===== src/design/lcdshc_pkg.sv =====
// package: constants and types for the serial display controller front end
package lcdshc_pkg;
    localparam logic [7:0] CMD_WRITE_DATA = 8'h01;
    localparam logic [7:0] CMD_STATUS = 8'h03;
    localparam logic [7:0] CMD_COLUMN = 8'h04;
    localparam logic [4:0] CMD_PAGE_HI = 5'h16;
    localparam logic [3:0] CMD_LCTRL_HI = 4'hA;
    localparam logic [7:0] CMD_ENABLE = 8'hC9;
    localparam logic [7:0] CMD_SYSRESET = 8'hE1;
    localparam logic [7:0] CMD_ROWEND = 8'hF1;
    localparam logic [7:0] CMD_TRIPLE = 8'h82;
    localparam logic [7:0] CMD_CLOCK = 8'h83;
    localparam logic [7:0] SUB_WIDTH = 8'h00;
    localparam logic [7:0] SUB_FRONT = 8'h01;
    localparam logic [7:0] SUB_END = 8'h02;
    localparam logic [2:0] FRONT_ISO_RESET = 3'h1;
    localparam logic [2:0] END_ISO_RESET = 3'h0;
    localparam logic [4:0] SCAN_RATIO_RESET = 5'h06;
    localparam logic [6:0] LINE_WIDTH_RESET = 7'h16;
    localparam logic [5:0] ROW_END_RESET = 6'h3F;
    localparam logic [6:0] COL_LAST = 7'h7F;
    localparam logic [2:0] PAGE_LAST = 3'h7;
    localparam logic [5:0] LINE_LAST = 6'h3F;
    localparam int POWER_UP_US = 10;
    localparam int CLK_MHZ = 50;
    localparam int POWER_UP_CYCLES = POWER_UP_US * CLK_MHZ;
    localparam logic [9:0] POWER_UP_COUNT = 10'(POWER_UP_CYCLES);
    typedef enum logic [2:0] {
        LCDSHC_IDLE = 3'b000,
        LCDSHC_PARAM = 3'b001,
        LCDSHC_SUB = 3'b010,
        LCDSHC_VALUE = 3'b011,
        LCDSHC_DATA = 3'b100
    } lcdshc_dec_t;
    typedef enum logic [1:0] {
        LCDSHC_SLEEP = 2'b00,
        LCDSHC_POWER = 2'b01,
        LCDSHC_ACTIVE = 2'b10
    } lcdshc_pwr_t;
endpackage : lcdshc_pkg


===== src/design/lcdshc_stream_if.sv =====
// interface: received serial token stream between shifter buffer and decoder
`timescale 1ns/1ps
interface lcdshc_stream_if;
    logic valid;
    logic ready;
    logic [8:0] token;
    modport src (output valid, output token, input ready);
    modport snk (input valid, input token, output ready);
endinterface : lcdshc_stream_if


===== src/design/lcd_serial_host_control.sv =====
// module: serial host front end, command decoder and display timing
`timescale 1ns/1ps
module lcd_serial_host_control
    import lcdshc_pkg::*;
#(
    parameter logic CHIP_REVISION = 1'b0  // arbitrary value
)
(
    // clock and reset
    input wire logic clk,
    input wire logic nrst,
    // serial link pins
    input wire logic chipSelectN,
    input wire logic serialClk,
    input wire logic serialData,
    input wire logic commandDataSelect,
    input wire logic busTypeStrap,
    // loose configuration
    input wire logic columnWrap,
    input wire logic allPixelsOn,
    input wire logic pixelInverse,
    input wire logic suppliesReady,
    // display RAM write port
    output logic ramWrite,
    output logic [2:0] ramPage,
    output logic [6:0] ramColumn,
    output logic [7:0] ramData,
    // status and settings
    output logic [7:0] statusByte,
    output logic [2:0] frontIsolationClocks,
    output logic [2:0] endIsolationClocks,
    output logic [4:0] scanClockRatio,
    output logic [6:0] lineWidthClocks,
    output logic [5:0] lastRowDriver,
    output logic driversActiveFlag,
    output logic sleepState,
    // display drive
    output logic driversEnabled,
    output logic driversShorted,
    output logic pixelOnForce,
    output logic pixelInvert,
    output logic [5:0] scanLine,
    output logic [5:0] rowElectrode,
    output logic lineStrobe,
    output logic frameStrobe
);
    lcdshc_stream_if tokens();
    logic [2:0] csSync;
    logic [2:0] sckSync;
    logic [2:0] sdaSync;
    logic [2:0] cdSync;
    logic [2:0] bmSync;
    logic csN;
    logic sck;
    logic sckPrev;
    logic sckRise;
    logic sckFall;
    logic threeWire;
    logic [3:0] bitCount;
    logic [8:0] shiftReg;
    logic cdLatch;
    logic tokValid;
    logic [8:0] tokWord;
    logic tokReady;
    logic softReset;
    lcdshc_dec_t decState;
    logic [7:0] pendingCmd;
    logic [7:0] pendingSub;
    logic displayOnRequest;
    logic columnMirror;
    logic rowMirror;
    logic [6:0] columnIndex;
    logic [2:0] rowGroupIndex;
    lcdshc_pwr_t pwrState;
    logic [9:0] pwrCount;
    logic [5:0] divCount;
    logic scanTick;
    logic [6:0] lineCount;
    logic [5:0] dutyCount;
    logic cmdTaken;
    logic dataTaken;
    logic [7:0] tokByte;

    function automatic logic [6:0] mirror_col(input logic [6:0] col, input logic mx);
        mirror_col = mx ? (COL_LAST - col) : col;
    endfunction : mirror_col

    // pin synchronisers, three stages each
    always_ff @(posedge clk or negedge nrst)
    begin
        if (!nrst)
        begin
            csSync <= 3'b111;
            sckSync <= 3'b111;
            sdaSync <= 3'b000;
            cdSync <= 3'b000;
            bmSync <= 3'b000;
        end
        else
        begin
            csSync <= {csSync[1:0], chipSelectN};
            sckSync <= {sckSync[1:0], serialClk};
            sdaSync <= {sdaSync[1:0], serialData};
            cdSync <= {cdSync[1:0], commandDataSelect};
            bmSync <= {bmSync[1:0], busTypeStrap};
        end
    end

    // filtered levels, updated when stages two and three agree
    always_ff @(posedge clk or negedge nrst)
    begin
        if (!nrst)
        begin
            csN <= 1'b1;
            sck <= 1'b1;
            sckPrev <= 1'b1;
            threeWire <= 1'b0;
        end
        else
        begin
            if (csSync[1] == csSync[2])
                csN <= csSync[2];
            if (sckSync[1] == sckSync[2])
                sck <= sckSync[2];
            sckPrev <= sck;
            if (bmSync[1] == bmSync[2])
                threeWire <= bmSync[2];
        end
    end

    assign sckRise = sck && !sckPrev;
    assign sckFall = !sck && sckPrev;

    // serial shifter
    always_ff @(posedge clk or negedge nrst)
    begin
        if (!nrst)
        begin
            bitCount <= 4'd0;
            shiftReg <= 9'h000;
            cdLatch <= 1'b0;
            tokValid <= 1'b0;
            tokWord <= 9'h000;
        end
        else
        begin
            if (tokValid && tokReady)
                tokValid <= 1'b0;
            if (csN || softReset)
                bitCount <= 4'd0;
            else
            begin
                // sample cd while clock low on last bit
                if (!threeWire && sck && sckFall == 1'b0 && bitCount == 4'd7)
                    cdLatch <= cdLatch;
                if (!threeWire && sckFall && bitCount == 4'd7)
                    cdLatch <= cdSync[2];
                if (sckRise)
                begin
                    shiftReg <= {shiftReg[7:0], sdaSync[2]};
                    if ((!threeWire && bitCount == 4'd7) || (threeWire && bitCount == 4'd8))
                    begin
                        bitCount <= 4'd0;
                        tokValid <= 1'b1;
                        tokWord <= threeWire ? {shiftReg[7:0], sdaSync[2]}
                                             : {cdLatch, shiftReg[6:0], sdaSync[2]};
                    end
                    else
                        bitCount <= bitCount + 4'd1;
                end
            end
        end
    end

    lcdshc_token_buf tokenBuf (
        .clk(clk),
        .nrst(nrst),
        .inValid(tokValid),
        .inToken(tokWord),
        .inReady(tokReady),
        .out(tokens.src)
    );

    // decoder drains one token per cycle unless a RAM write is pending
    assign tokens.ready = !ramWrite;
    assign tokByte = tokens.token[7:0];
    assign cmdTaken = tokens.valid && tokens.ready && !tokens.token[8];
    assign dataTaken = tokens.valid && tokens.ready && tokens.token[8];

    // command decoder and settings
    always_ff @(posedge clk or negedge nrst)
    begin
        if (!nrst)
        begin
            decState <= LCDSHC_IDLE;
            pendingCmd <= 8'h00;
            pendingSub <= 8'h00;
            softReset <= 1'b0;
            frontIsolationClocks <= FRONT_ISO_RESET;
            endIsolationClocks <= END_ISO_RESET;
            scanClockRatio <= SCAN_RATIO_RESET;
            lineWidthClocks <= LINE_WIDTH_RESET;
            lastRowDriver <= ROW_END_RESET;
            displayOnRequest <= 1'b0;
            columnMirror <= 1'b0;
            rowMirror <= 1'b0;
        end
        else
        begin
            softReset <= 1'b0;
            if (csN)
                decState <= LCDSHC_IDLE;
            else if (cmdTaken)
            begin
                pendingCmd <= tokByte;
                decState <= LCDSHC_IDLE;
                case (tokByte)
                    CMD_WRITE_DATA: decState <= LCDSHC_DATA;
                    CMD_TRIPLE: decState <= LCDSHC_SUB;
                    CMD_STATUS, CMD_COLUMN, CMD_ENABLE, CMD_SYSRESET,
                    CMD_ROWEND, CMD_CLOCK: decState <= LCDSHC_PARAM;
                    default:
                    begin
                        if (tokByte[7:4] == CMD_LCTRL_HI)
                        begin
                            rowMirror <= tokByte[3];
                            columnMirror <= tokByte[2];
                        end
                    end
                endcase
            end
            else if (dataTaken)
            begin
                case (decState)
                    LCDSHC_PARAM:
                    begin
                        decState <= LCDSHC_IDLE;
                        case (pendingCmd)
                            CMD_ENABLE: displayOnRequest <= tokByte[0];
                            CMD_CLOCK: scanClockRatio <= tokByte[4:0];
                            CMD_ROWEND: lastRowDriver <= tokByte[5:0];
                            CMD_SYSRESET: softReset <= 1'b1;
                            default: decState <= LCDSHC_IDLE;
                        endcase
                    end
                    LCDSHC_SUB:
                    begin
                        pendingSub <= tokByte;
                        decState <= LCDSHC_VALUE;
                    end
                    LCDSHC_VALUE:
                    begin
                        decState <= LCDSHC_IDLE;
                        case (pendingSub)
                            SUB_WIDTH: lineWidthClocks <= tokByte[6:0];
                            SUB_FRONT: frontIsolationClocks <= tokByte[2:0];
                            SUB_END: endIsolationClocks <= tokByte[2:0];
                            default: decState <= LCDSHC_IDLE;
                        endcase
                    end
                    LCDSHC_DATA: decState <= LCDSHC_DATA;
                    default: decState <= LCDSHC_IDLE;
                endcase
            end
        end
    end

    // RAM address pointers and write port
    always_ff @(posedge clk or negedge nrst)
    begin
        if (!nrst)
        begin
            columnIndex <= 7'd0;
            rowGroupIndex <= 3'd0;
            ramWrite <= 1'b0;
            ramPage <= 3'd0;
            ramColumn <= 7'd0;
            ramData <= 8'h00;
        end
        else
        begin
            ramWrite <= 1'b0;
            if (softReset)
            begin
                columnIndex <= 7'd0;
                rowGroupIndex <= 3'd0;
            end
            else if (cmdTaken && tokByte[7:3] == CMD_PAGE_HI)
                rowGroupIndex <= tokByte[2:0];
            else if (dataTaken && decState == LCDSHC_PARAM && pendingCmd == CMD_COLUMN)
                columnIndex <= tokByte[6:0];
            else if (dataTaken && (decState == LCDSHC_DATA || decState == LCDSHC_IDLE))
            begin
                ramWrite <= 1'b1;
                ramPage <= rowGroupIndex;
                ramColumn <= mirror_col(columnIndex, columnMirror);
                ramData <= tokByte;
                if (columnIndex != COL_LAST)
                    columnIndex <= columnIndex + 7'd1;
                else if (columnWrap)
                begin
                    columnIndex <= 7'd0;
                    rowGroupIndex <= (rowGroupIndex == PAGE_LAST) ? 3'd0 : rowGroupIndex + 3'd1;
                end
            end
        end
    end

    // power sequencing
    always_ff @(posedge clk or negedge nrst)
    begin
        if (!nrst)
        begin
            pwrState <= LCDSHC_SLEEP;
            pwrCount <= 10'd0;
        end
        else
        begin
            case (pwrState)
                LCDSHC_SLEEP:
                begin
                    pwrCount <= 10'd0;
                    if (displayOnRequest)
                        pwrState <= LCDSHC_POWER;
                end
                LCDSHC_POWER:
                begin
                    if (!displayOnRequest)
                        pwrState <= LCDSHC_SLEEP;
                    else if (pwrCount >= POWER_UP_COUNT && suppliesReady)
                        pwrState <= LCDSHC_ACTIVE;
                    else if (pwrCount < POWER_UP_COUNT)
                        pwrCount <= pwrCount + 10'd1;
                end
                LCDSHC_ACTIVE:
                begin
                    if (!displayOnRequest)
                        pwrState <= LCDSHC_SLEEP;
                end
                default: pwrState <= LCDSHC_SLEEP;
            endcase
        end
    end

    // scan clock, line and frame timing
    always_ff @(posedge clk or negedge nrst)
    begin
        if (!nrst)
        begin
            divCount <= 6'd0;
            scanTick <= 1'b0;
            lineCount <= 7'd0;
            dutyCount <= 6'd0;
            scanLine <= 6'd0;
            lineStrobe <= 1'b0;
            frameStrobe <= 1'b0;
        end
        else
        begin
            lineStrobe <= 1'b0;
            frameStrobe <= 1'b0;
            scanTick <= 1'b0;
            if (scanClockRatio == 5'd0 || divCount >= {scanClockRatio, 1'b0} - 6'd1)
            begin
                divCount <= 6'd0;
                scanTick <= 1'b1;
            end
            else
                divCount <= divCount + 6'd1;
            if (scanTick)
            begin
                if (lineCount + 7'd1 >= lineWidthClocks)
                begin
                    lineCount <= 7'd0;
                    lineStrobe <= 1'b1;
                    scanLine <= (scanLine == LINE_LAST) ? 6'd0 : scanLine + 6'd1;
                    if (dutyCount >= lastRowDriver)
                    begin
                        dutyCount <= 6'd0;
                        frameStrobe <= 1'b1;
                    end
                    else
                        dutyCount <= dutyCount + 6'd1;
                end
                else
                    lineCount <= lineCount + 7'd1;
            end
        end
    end

    // drive outputs and status
    always_ff @(posedge clk or negedge nrst)
    begin
        if (!nrst)
        begin
            driversActiveFlag <= 1'b0;
            sleepState <= 1'b1;
            driversEnabled <= 1'b0;
            driversShorted <= 1'b1;
            pixelOnForce <= 1'b0;
            pixelInvert <= 1'b0;
            rowElectrode <= 6'd0;
            statusByte <= 8'h00;
        end
        else
        begin
            driversActiveFlag <= displayOnRequest;
            sleepState <= (pwrState == LCDSHC_SLEEP);
            driversEnabled <= (pwrState == LCDSHC_ACTIVE);
            driversShorted <= (pwrState != LCDSHC_ACTIVE);
            pixelOnForce <= (pwrState == LCDSHC_ACTIVE) && allPixelsOn;
            pixelInvert <= (pwrState == LCDSHC_ACTIVE) && pixelInverse;
            rowElectrode <= rowMirror ? (LINE_LAST - scanLine) : scanLine;
            statusByte <= {CHIP_REVISION, displayOnRequest, columnMirror, rowMirror, 4'h0};
        end
    end
endmodule : lcd_serial_host_control


===== src/design/lcdshc_token_buf.sv =====
// module: two-entry token buffer with valid/ready on both sides
`timescale 1ns/1ps
module lcdshc_token_buf
    import lcdshc_pkg::*;
(
    // clock and reset
    input wire logic clk,
    input wire logic nrst,
    // filling side
    input wire logic inValid,
    input wire logic [8:0] inToken,
    output logic inReady,
    // draining side
    lcdshc_stream_if.src out
);
    logic [8:0] slot [2];
    logic wrPtr;
    logic rdPtr;
    logic [1:0] count;
    logic doWrite;
    logic doRead;

    assign inReady = (count != 2'd2);
    assign doWrite = inValid && inReady;
    assign doRead = out.valid && out.ready;
    assign out.valid = (count != 2'd0);
    assign out.token = slot[rdPtr];

    always_ff @(posedge clk or negedge nrst)
    begin
        if (!nrst)
        begin
            wrPtr <= 1'b0;
            rdPtr <= 1'b0;
            count <= 2'd0;
            slot[0] <= 9'h000;
            slot[1] <= 9'h000;
        end
        else
        begin
            if (doWrite)
            begin
                slot[wrPtr] <= inToken;
                wrPtr <= ~wrPtr;
            end
            if (doRead)
            begin
                rdPtr <= ~rdPtr;
            end
            count <= count + 2'(doWrite) - 2'(doRead);
        end
    end
endmodule : lcdshc_token_buf


===== config.mk =====
export PLATFORM = sky130hd
export DESIGN_NAME = lcd_serial_host_control
export DESIGN_NICKNAME = d
export VERILOG_FILES = /design/src/design/lcdshc_pkg.sv /design/src/design/lcdshc_stream_if.sv /design/src/design/lcd_serial_host_control.sv /design/src/design/lcdshc_token_buf.sv
export SDC_FILE = /design/constraint.sdc
export NUM_CORES = 1
export LEC_CHECK = 0
export ABC_AREA = 1
export CAP_MARGIN = 20
export CORE_UTILIZATION = 57
export CTS_BUF_LIST = sky130_fd_sc_hd__clkbuf_16
export DETAILED_ROUTE_END_ITERATION = 16
export DONT_BUFFER_PORTS = 1
export PLACE_DENSITY = 0.78
export SLEW_MARGIN = 20
export SYNTH_ARGS = -nofsm -noshare
export SYNTH_HDL_FRONTEND = slang
export SYNTH_SLANG_ARGS = --single-unit

===== constraint.sdc =====
create_clock -name clk -period 2.2 [get_ports clk]
set_input_delay 0.22 -clock clk [delete_from_list [all_inputs] [get_ports clk]]
set_output_delay 0.22 -clock clk [all_outputs]
set_load 0.01 [all_outputs]

=== Word-level counts from Yosys, hierarchy flattened ===
Cells that the tools add are included.

* Register bits: 195
* Input bits: 11

* Add/sub/neg operators: 13
* Order comparisons: 8
* Eq/ne operators: 42
* Multiplexer cells: 62
* Bitwise operators: 11
* Reduce and logical (&&, ||, !) cells: 59

{| class="wikitable"
|+ Operators by type and width
! cell !! count
|-
| 8-bit == test (second input constant) || 9
|-
| 7-bit 2-to-1 mux || 8
|-
| 9-bit 2-to-1 mux || 5
|-
| 10-bit 2-to-1 mux || 3
|-
| 3-bit 2-to-1 mux || 10
|-
| 5-bit AND reduction || 6
|-
| 6-bit 2-to-1 mux || 4
|-
| 10-bit case mux with 2 select lines || 1
|-
| 4-bit AND reduction || 5
|-
| 1-bit 2-to-1 mux || 19
|-
| 6-bit by 1-bit adder with 6-bit output (second input constant) || 3
|-
| 18-bit bitwise mux || 1
|-
| 1-bit logical AND || 18
|-
| 8-bit by 1-bit == test with 1-bit output (second input constant) || 2
|-
| 8-bit by 2-bit == test with 1-bit output (second input constant) || 2
|-
| 8-bit by 3-bit == test with 1-bit output (second input constant) || 2
|-
| 2-bit inequality test (second input constant) || 8
|-
| 7-bit by 1-bit adder with 7-bit output (second input constant) || 2
|-
| 6-bit >= comparator || 2
|-
| 4-bit 2-to-1 mux || 3
|-
| 3-bit nonzero test || 4
|-
| 10-bit by 1-bit adder with 10-bit output (second input constant) || 1
|-
| 10-bit by 9-bit >= comparator with 1-bit output (second input constant) || 1
|-
| 10-bit by 9-bit less-than comparator with 1-bit output (second input constant) || 1
|-
| 41 further kinds || 75
|}

=== Longest topological paths before layout ===
Gate-level depths: netlist of the first run.

* Depth after elaboration: 10
* Mapped depth: 13
* Depth with buffers taken out: 12

=== Hierarchy ===
A second synthesis of the first run with hierarchy kept.

* Cells, all modules: 1,065
* Area total of the unflattened synthesis: 9,334.0 µm²

{| class="wikitable"
|+ By module, submodules not included
! module !! times used !! cells an instance !! area each (µm²) !! sequential area each (µm²)
|-
| lcd_serial_host_control || 1 || 928 || 8,239.2 || 4,332.9
|-
| lcdshc_token_buf || 1 || 137 || 1,094.8 || 550.5
|}

=== Least setup slack after synthesis of the first run ===
No wires, ideal clock.

* Kind: register to register
* Start: register lineCount[0]
* End: register scanLine[0]
* Data arrival time: 2,046 ps
* Data required time: 2,083 ps
* Path slack: 37 ps
* Cell stages (with the launch flop): 13
* Period minus slack after synthesis: 2,163 ps
* Cells stage by stage: dfrtp_1 ha_1 nand3_1 nor2_1 nand2_1 xnor2_1 ha_1 nand4_1 o21ai_2 nand2_1 buf_2 nand2_1 nand2_1

* Longest elaborated chain between the ends: 3

{| class="wikitable"
|+ Ends and longest elaborated chain
! item !! line !! RTL
|-
| start, declared || lcd_serial_host_control.sv:78 || <nowiki>logic [6:0] lineCount;</nowiki>
|-
| start signal, assigned || lcd_serial_host_control.sv:386 || <nowiki>lineCount <= lineCount + 7'd1;</nowiki>
|-
| 7-bit by 1-bit adder with 7-bit output || lcd_serial_host_control.sv:372 || <nowiki>if (lineCount + 7'd1 >= lineWidthClocks)</nowiki>
|-
| 7-bit >= comparator || lcd_serial_host_control.sv:372 ||
|-
| 2-bit AND reduction (no line) || n/a ||
|-
| end signal, assigned || lcd_serial_host_control.sv:376 || <nowiki>scanLine <= (scanLine == LINE_LAST) ? 6'd0 : scanLine + 6'd1;</nowiki>
|-
| end, declared || lcd_serial_host_control.sv:42 || <nowiki>output logic [5:0] scanLine,</nowiki>
|}

Every way passes these cells.
A chain may end at the register's enable or synchronous reset.

=== Final worst setup path of the first run ===
* Start: register lineCount[1]
* End: register scanLine[0]

Same word-level chain as after synthesis.

==> metrics.md, run 1 <==
| Metric | Value |
|---|---|
| Ratio of cells with drive above 1 in the final layout | `around 12%` |
| DRC violations left | `0` |
| Violations in the final reports | `negative hold slack, negative setup slack` |
| Drt total wl | `~18000 µm` |
| Post-synth EDFFs | `0` |
| CP endpoint kind | `register` |
| TritonCTS clock tree | `done` |
| Maximum clock frequency | `roughly 450 MHz` |
| HPWL after DPL | `11900 µm` |
| Minimum hold slack | `-0.519 ns` |
| Vias in the first global route | `~6.6k` |
| Top cell type's share of synthesized area | `47.1%` |
| TritonRoute pass-1 iters | `5` |
| Met1 Wirelength | `around 8000 µm` |
| # rows | `45` |
| RePlAce Congestion | `0.848` |
| Post-route ant nets | `0` |
| Top cell type by total area after synthesis | `dfrtp_1` |
| Met2 WL | `8720 µm` |
| Reg2Reg Setup Slack | `-0.03 ns` |
| Final WS setup | `-0.0316 ns` |
| Die height | `128 µm` |
| Critical path peak fanout | `7` |
| Die footprint | `between 0.015 and 0.02 mm²` |
| Synth cell count leaders | `280 x nand2_1, 171 x dfrtp_1, 112 x inv_1, 72 x o21ai_0, 65 x nand3_1` |
| Worst Path Required | `roughly 2.5 ns` |
| GRT Total Usage | `between 20% and 30%` |
| Tot Pwr | `between 7 and 8 mW` |
| Clock tree buffer depth | `2` |
| Top FF cell, synth | `dfrtp_1` |
| Clock buffer count from CTS | `17` |
| MaxCap Viol Count | `0` |
| Initial antenna violation count | `0` |
| Mean Syn Cell Area | `8.82 µm²` |
| Async SR Flop Fraction | `between 90% and 100%` |
| Iter 0 DRT Violations | `about 540` |
| Hold Crit Class | `input pin to async pin` |
| Register area | `0.00488 mm²` |
| Layout Nets | `between 1k and 1.5k` |
| Result of the run | `finished, violations left` |
| Worst skew pair latency | `between 0.4 and 0.5 ns` |
| Clock root buffer | `clkbuf_16` |
| Slew Limit Headroom | `around 59%` |
| Power per cell area | `786 mW/mm²` |
| Final core occ | `65.6%` |
| Yosys Warn Count | `0` |
| Port bufs | `0` |
| Setup Crit Path Kind | `register to register` |
| Worst R2R Path Depth | `13` |
| Final Max Slew Viols | `0` |
| Synth area leaders | `dfrtp_1 47%, nand2_1 12%, dfstp_2 6.7%, inv_1 4.6%, ha_1 4.4%` |
| Multi-input logic area | `about 0.0037 mm²` |
| Core Region | `~0.015 mm²` |
| DR top layer | `met4` |
| Leak | `4.83 nW` |
| Setup TNS | `-0.172 ns` |
| Cells after Synth | `1029` |
| Worst slew pin tran | `between 0.6 and 0.7 ns` |
| Die width | `128 µm` |
| Worst VDD drop | `0.704 mV` |
| Min Tclk post-route | `between 2 and 2.5 ns` |
| Final Cycle Share | `101%` |
| Layout filler cell count | `1224` |
| Layout Skew | `about 0.0057 ns` |
| Mapped Area | `about 0.009 mm²` |
| Synth Register Bits | `slightly below 200` |
| Wire per inst | `around 14 µm` |
| Clk pin slew, worst setup/hold paths | `0.07 ns` |
| RSZ-0062 raised after global routing | `true` |
| # IOs | `82` |
| Vias per Instance | `~5.4` |
| Pre-CTS WS | `0.0908 ns` |
| H-tree depth | `4` |
| Distinct cells, synth | `44` |
| Area growth syn-to-layout | `11.1%` |
| Sequential share of the synthesized area | `between 50 and 60%` |
| Critical path arrival | `between 2 and 3 ns` |
| Cell with the most instances after synthesis | `nand2_1` |
| Global-route congestion overflow total | `0` |
| Via Count | `a little under 7k` |
| Pin count of the biggest net entering global routing | `195` |
| Initial core utilization | `59.0%` |
| Antenna fix cells | `0` |
| Routed wl met3 | `945 µm` |
| Final setup fails | `13` |
| Hold buffer count at cts | `7` |
| Final hold vios | `between 150 and 200` |
| Startpoint types | `register` |
| Clock sink total | `between 150 and 200` |
| Global-route wire length before repair | `30500 µm` |
[worst paths after layout]
kind / endpoint / startpoint
setup / recovery: scanLine[0]$_DFFE_PN0P_ / lineCount[1]$_DFFE_PN0P_
min in group clk: pwrState[1]$_DFFE_PN0P_ / suppliesReady
max in group asynchronous: csSync[1]$_DFF_PN1_ / nrst
setup reg to reg: scanLine[0]$_DFFE_PN0P_ / lineCount[1]$_DFFE_PN0P_
hold reg to reg: sdaSync[1]$_DFF_PN0_ / sdaSync[0]$_DFF_PN0_
hold / removal: pixelInvert$_DFF_PN0_ / nrst
[stage by stage]
step / cells / cell area, µm²
detailed placement: 1228 / 9300
global route: 1271 / 10100
global placement: 1228 / 9300
finish: 1271 / 10100
floorplan: 1033 / 9090
CTS: 1267 / 9940
[critical path, cell delays in order, from the launching register on]
cell and delay [ns]:
dfrtp_1 0.42, ha_4 0.17, nand3_4 0.07, nor2_1 0.11, nand2_1 0.09, xnor2_2 0.16
ha_1 0.34, nand2_1 0.07, o21a_1 0.21, o21ai_4 0.10, nand2_2 0.11, buf_6 0.16
nand2_2 0.05, nand2_1 0.06
[where the power goes]
part	leakage (nW)	internal, mW	switching, mW
Sequential	2.54	3.75	0.147
Clock	0.281	1.66	1.35
Combinational	2.01	0.316	0.702
[layout by cell type (no fill, tap or decap), types with 3 or more instances in the layout]
cell           synthesis  final
nor3_1                16     15
nand4_1               14     14
buf_4                  7     22
nand3_2                3      3
buf_6                  5      3
nand2_2                4     13
nand2_1              280    271
ha_1                  32     29
o21ai_1               46     47
dfrtp_1              171    171
nand3_1               65     64
dfstp_2               23     23
o22ai_1                5      5
a21oi_1               16     14
inv_1                112    114
inv_2                  6      7
maj3_1                 3      3
dlygate4sd3_1          0      7
clkinv_4               0      4
conb_1                 1      5
or2_2                  4      3
xnor2_1               15     14
clkinvlp_4             0      3
nor2_2                 4      5
xor2_1                22     22
clkbuf_16              0     17
nor2_1                54     53
o21ai_0               72     71
[area by class of cell]
| cell class | instances | share of cell area, % |
|---|---|---|
| Clock buffer | 17 | 4.22 |
| Clock inverter | 15 | 1.45 |
| Inverter | 118 | 4.39 |
| Multi-Input combinational cell | 684 | 36.2 |
| Sequential cell | 194 | 48.4 |
| Tap cell | 211 | 2.62 |
| Timing Repair Buffer | 32 | 2.67 |
[flip-flops by register name, summed over array words and instances (netlist names), 7 cells and up]
name,count
lineWidthClocks,7
pendingSub,8
shiftReg,8
ramData,8
tokWord,9
ramColumn,7
pwrCount,10
columnIndex,7
pendingCmd,8
lineCount,7
tokenBuf.slot,18
[routing by layer]
layer / up-vias / global-route usage, %
met5: - / 0
met4: 0 / 11.1
met3: 59 / 5.30
met2: 181 / 37.4
met1: 3306 / 30.6
li1: 3328 / -
[cells by family after synthesis]
| group | count (synthesis) | share of synthesized area, % |
|---|---|---|
| AO/OA/AOI/OAI | 149 | 8.63 |
| XOR/XNOR | 37 | 3.57 |
| adder cells (fa/ha/maj) | 35 | 4.74 |
| buffers and inverters | 155 | 7.28 |
| flip-flops | 194 | 53.8 |
| other | 1 | 0.0413 |
| AND/OR/NAND/NOR | 458 | 21.9 |
[repair_timing]
item                       CTS  global route
resized for setup            0            31
hold endpoints to repair   201           194
buffers inserted             0             3
setup endpoints to repair    0            28
Power figures use the tool's default switching activity.
==> inputs of run 2 (changes only) <==
--- a/config.mk
+++ b/config.mk
@@ -11,6 +11,7 @@
 export CTS_BUF_LIST = sky130_fd_sc_hd__clkbuf_16
 export DETAILED_ROUTE_END_ITERATION = 16
 export DONT_BUFFER_PORTS = 1
+export GPL_TIMING_DRIVEN = 0
 export PLACE_DENSITY = 0.78
 export SLEW_MARGIN = 20
 export SYNTH_ARGS = -nofsm -noshare
==> run 2 against run 1 <==
Against the previous run:
- the run still ends with negative hold slack, negative setup slack left
- non-clock buffer count is 25 higher
- die area unchanged
- combinational power is essentially flat
- via count rose by 0.29%
- first-iteration DRC count is 17% lower
- hold slack gained 0.0025 ns
- final cell count rose by 2.0%
- critical endpoint is now lineCount[1]$_DFFE_PN0P_
- largest power group unchanged
==> metrics.md, run 2 (synthesis gave the netlist of run 1 again) <==
| Metric | Value |
|---|---|
| Minimum hold slack | `-0.517 ns (was -0.519 ns)` |
| HPWL after DPL | `12300 µm (was 11900 µm)` |
| GRT Total Usage | `23.9% (was 23.5%)` |
| DRC violations left | `0 (unchanged)` |
| Via Count | `6894 (was 6874)` |
| H-tree depth | `4 (unchanged)` |
| Clock root buffer | `clkbuf_16 (unchanged)` |
| Worst skew pair latency | `0.43 ns (was 0.44 ns)` |
| Post-route ant nets | `0 (unchanged)` |
| Hold buffer count at cts | `8 (was 7)` |
| TritonCTS clock tree | `done (unchanged)` |
| Final WS setup | `-0.0801 ns (was -0.0316 ns)` |
| Final hold vios | `194 (unchanged)` |
| MaxCap Viol Count | `0 (unchanged)` |
| Most common cell after layout, fill and taps aside | `nand2_1 (unchanged)` |
| Layout Skew | `0.00874 ns (was 0.00565 ns)` |
| Setup TNS | `-0.987 ns (was -0.172 ns)` |
| Max reg flops | `18 (unchanged)` |
| Most flops, register | `tokenBuf.slot (unchanged)` |
| Maximum clock frequency | `439 MHz (was 448 MHz)` |
| Vias per Instance | `5.32 (was 5.41)` |
| Core Region | `0.0154 mm² (unchanged)` |
| Fin cells | `1296 (was 1271)` |
| Min Tclk post-route | `2.28 ns (was 2.23 ns)` |
| Worst slew pin tran | `0.903 ns (was 0.606 ns)` |
| Global-route wire length before repair | `30700 µm (was 30500 µm)` |
| Critical path peak fanout | `4 (was 7)` |
| # rows | `45 (unchanged)` |
| Dpl cells | `1244 (was 1228)` |
| Most frequent cells in the layout | `271 x nand2_1, 170 x dfrtp_1, 114 x inv_1 (was 271 x nand2_1, 171 x dfrtp_1, 114 x inv_1)` |
| Result of the run | `finished, violations left (unchanged)` |
| Worst VDD drop | `0.619 mV (was 0.704 mV)` |
| Clk pin slew, worst setup/hold paths | `0.07 ns (about the same)` |
| Antenna fix cells | `0 (unchanged)` |
| Die height | `128 µm (unchanged)` |
| Biggest regs | `tokenBuf.slot x18, pwrCount x10, tokWord x9 (unchanged)` |
| Initial core utilization | `59.0% (unchanged)` |
| Hold Crit Class | `input pin to async pin (unchanged)` |
| Global-route congestion overflow total | `0 (unchanged)` |
| # IOs | `82 (unchanged)` |
| Clock tree buffer depth | `2 (unchanged)` |
| Power per cell area | `760 mW/mm² (was 786 mW/mm²)` |
| CP endpoint kind | `register (unchanged)` |
| Ratio of cells with drive above 1 in the final layout | `13.5% (was 12.1%)` |
| Clock sink total | `194 (unchanged)` |
| RSZ-0062 raised after global routing | `true (unchanged)` |
| Final Cycle Share | `104% (was 101%)` |
| Post-place instance area | `0.00936 mm² (was 0.00930 mm²)` |
| Final setup fails | `18 (was 13)` |
| Vias in the first global route | `6511 (was 6587)` |
| Leak | `4.88 nW (was 4.83 nW)` |
| Worst Path Required | `2.57 ns (was 2.53 ns)` |
| Drt total wl | `18900 µm (was 18300 µm)` |
| Layout Nets | `1115 (was 1090)` |
| Slew Limit Headroom | `39.2% (was 59.2%)` |
| Initial antenna violation count | `0 (unchanged)` |
| Critical path arrival | `2.65 ns (was 2.56 ns)` |
| Die width | `128 µm (unchanged)` |
| Startpoint types | `register (unchanged)` |
| Wire per inst | `14.6 µm (was 14.4 µm)` |
| Port bufs | `0 (unchanged)` |
| Pin count of the biggest net entering global routing | `195 (unchanged)` |
| Fin area | `0.0102 mm² (was 0.0101 mm²)` |
| Area growth syn-to-layout | `12.7% (was 11.1%)` |
| Violations in the final reports | `negative hold slack, negative setup slack (unchanged)` |
| Final Max Slew Viols | `0 (unchanged)` |
| Clock buffer count from CTS | `17 (unchanged)` |
| Pre-CTS WS | `-0.405 ns (was 0.0908 ns)` |
| Final core occ | `66.6% (was 65.6%)` |
| TritonRoute pass-1 iters | `5 (unchanged)` |
| Setup Crit Path Kind | `register to register (unchanged)` |
| Iter 0 DRT Violations | `451 (was 541)` |
| Tot Pwr | `7.78 mW (was 7.92 mW)` |
| RePlAce Congestion | `0.853 (was 0.848)` |
| Die footprint | `0.0164 mm² (unchanged)` |
run 2: changes by cell type in the layout (fill, tap and decap cells not counted), moves of 2 or more:
cell       previous run  this run
buf_6                 3         7
clkbuf_1              0        11
bufinv_16             2         0
buf_2                 0        11
inv_6                 1         5
ha_1                 29        27
buf_4                22        19
clkinv_4              4         2
run 2: critical path, cell delays in order (launching register included):
cell and delay [ns]:
dfrtp_1 0.37, ha_2 0.22, nand3_2 0.12, nor2_2 0.13
nand2_2 0.11, xnor2_4 0.20, ha_4 0.24, a21oi_2 0.11
o21a_1 0.17, o21ai_4 0.10, buf_6 0.14, nor2_4 0.14
nand2_1 0.08, nand2_1 0.08
run 2: power by group:
group | leakage, nW | internal (mW) | total [mW] | switching (mW)
clock | 0.267 | 1.46 | 2.85 | 1.39
combinational | 2.08 | 0.313 | 1.05 | 0.732
sequential | 2.54 | 3.75 | 3.89 | 0.139
run 2: layout make-up:
class | instances | area [µm²]
Timing Repair Buffer | 20 | 174
Tap cell | 211 | 264
Buffer | 37 | 228
Inverter | 118 | 443
Fill cell | 1200 | 5140
Clock inverter | 15 | 109
Multi-Input combinational cell | 684 | 3700
Sequential cell | 194 | 4880
Clock buffer | 17 | 425
run 2: metal layers:
| metal | track usage [%] | share of wire (%) |
|---|---|---|
| met5 | 0 | 0 |
| met4 | 8.17 | 1.6 |
| met2 | 39.4 | 49 |
| met3 | 5.55 | 5.5 |
| met1 | 31.1 | 44 |
run 2: path summary, 6_finish.rpt:
kind / start / to / slack [ns] / cells after the start
min reg2reg: cdSync[0]$_DFF_PN0_ / cdSync[1]$_DFF_PN0_ / 0.35 / 0
max reg2reg: lineCount[1]$_DFFE_PN0P_ / lineCount[1]$_DFFE_PN0P_ / -0.08 / 13
min: nrst / divCount[1]$_DFF_PN0_ / -0.52 / 0
min in group clk: columnWrap / columnIndex[0]$_DFFE_PN0P_ / 0.12 / 5
max in group asynchronous: nrst / sckSync[1]$_DFF_PN1_ / 2.39 / 0
max: lineCount[1]$_DFFE_PN0P_ / lineCount[1]$_DFFE_PN0P_ / -0.08 / 13
run 2: what timing repair did:
item,4_1_cts,5_1_grt
endpoints found under the setup margin,27,27
cloned,1,0
pin swaps,7,10
endpoints found under the hold margin,202,194
resized for setup,22,17
buffers inserted,8,3
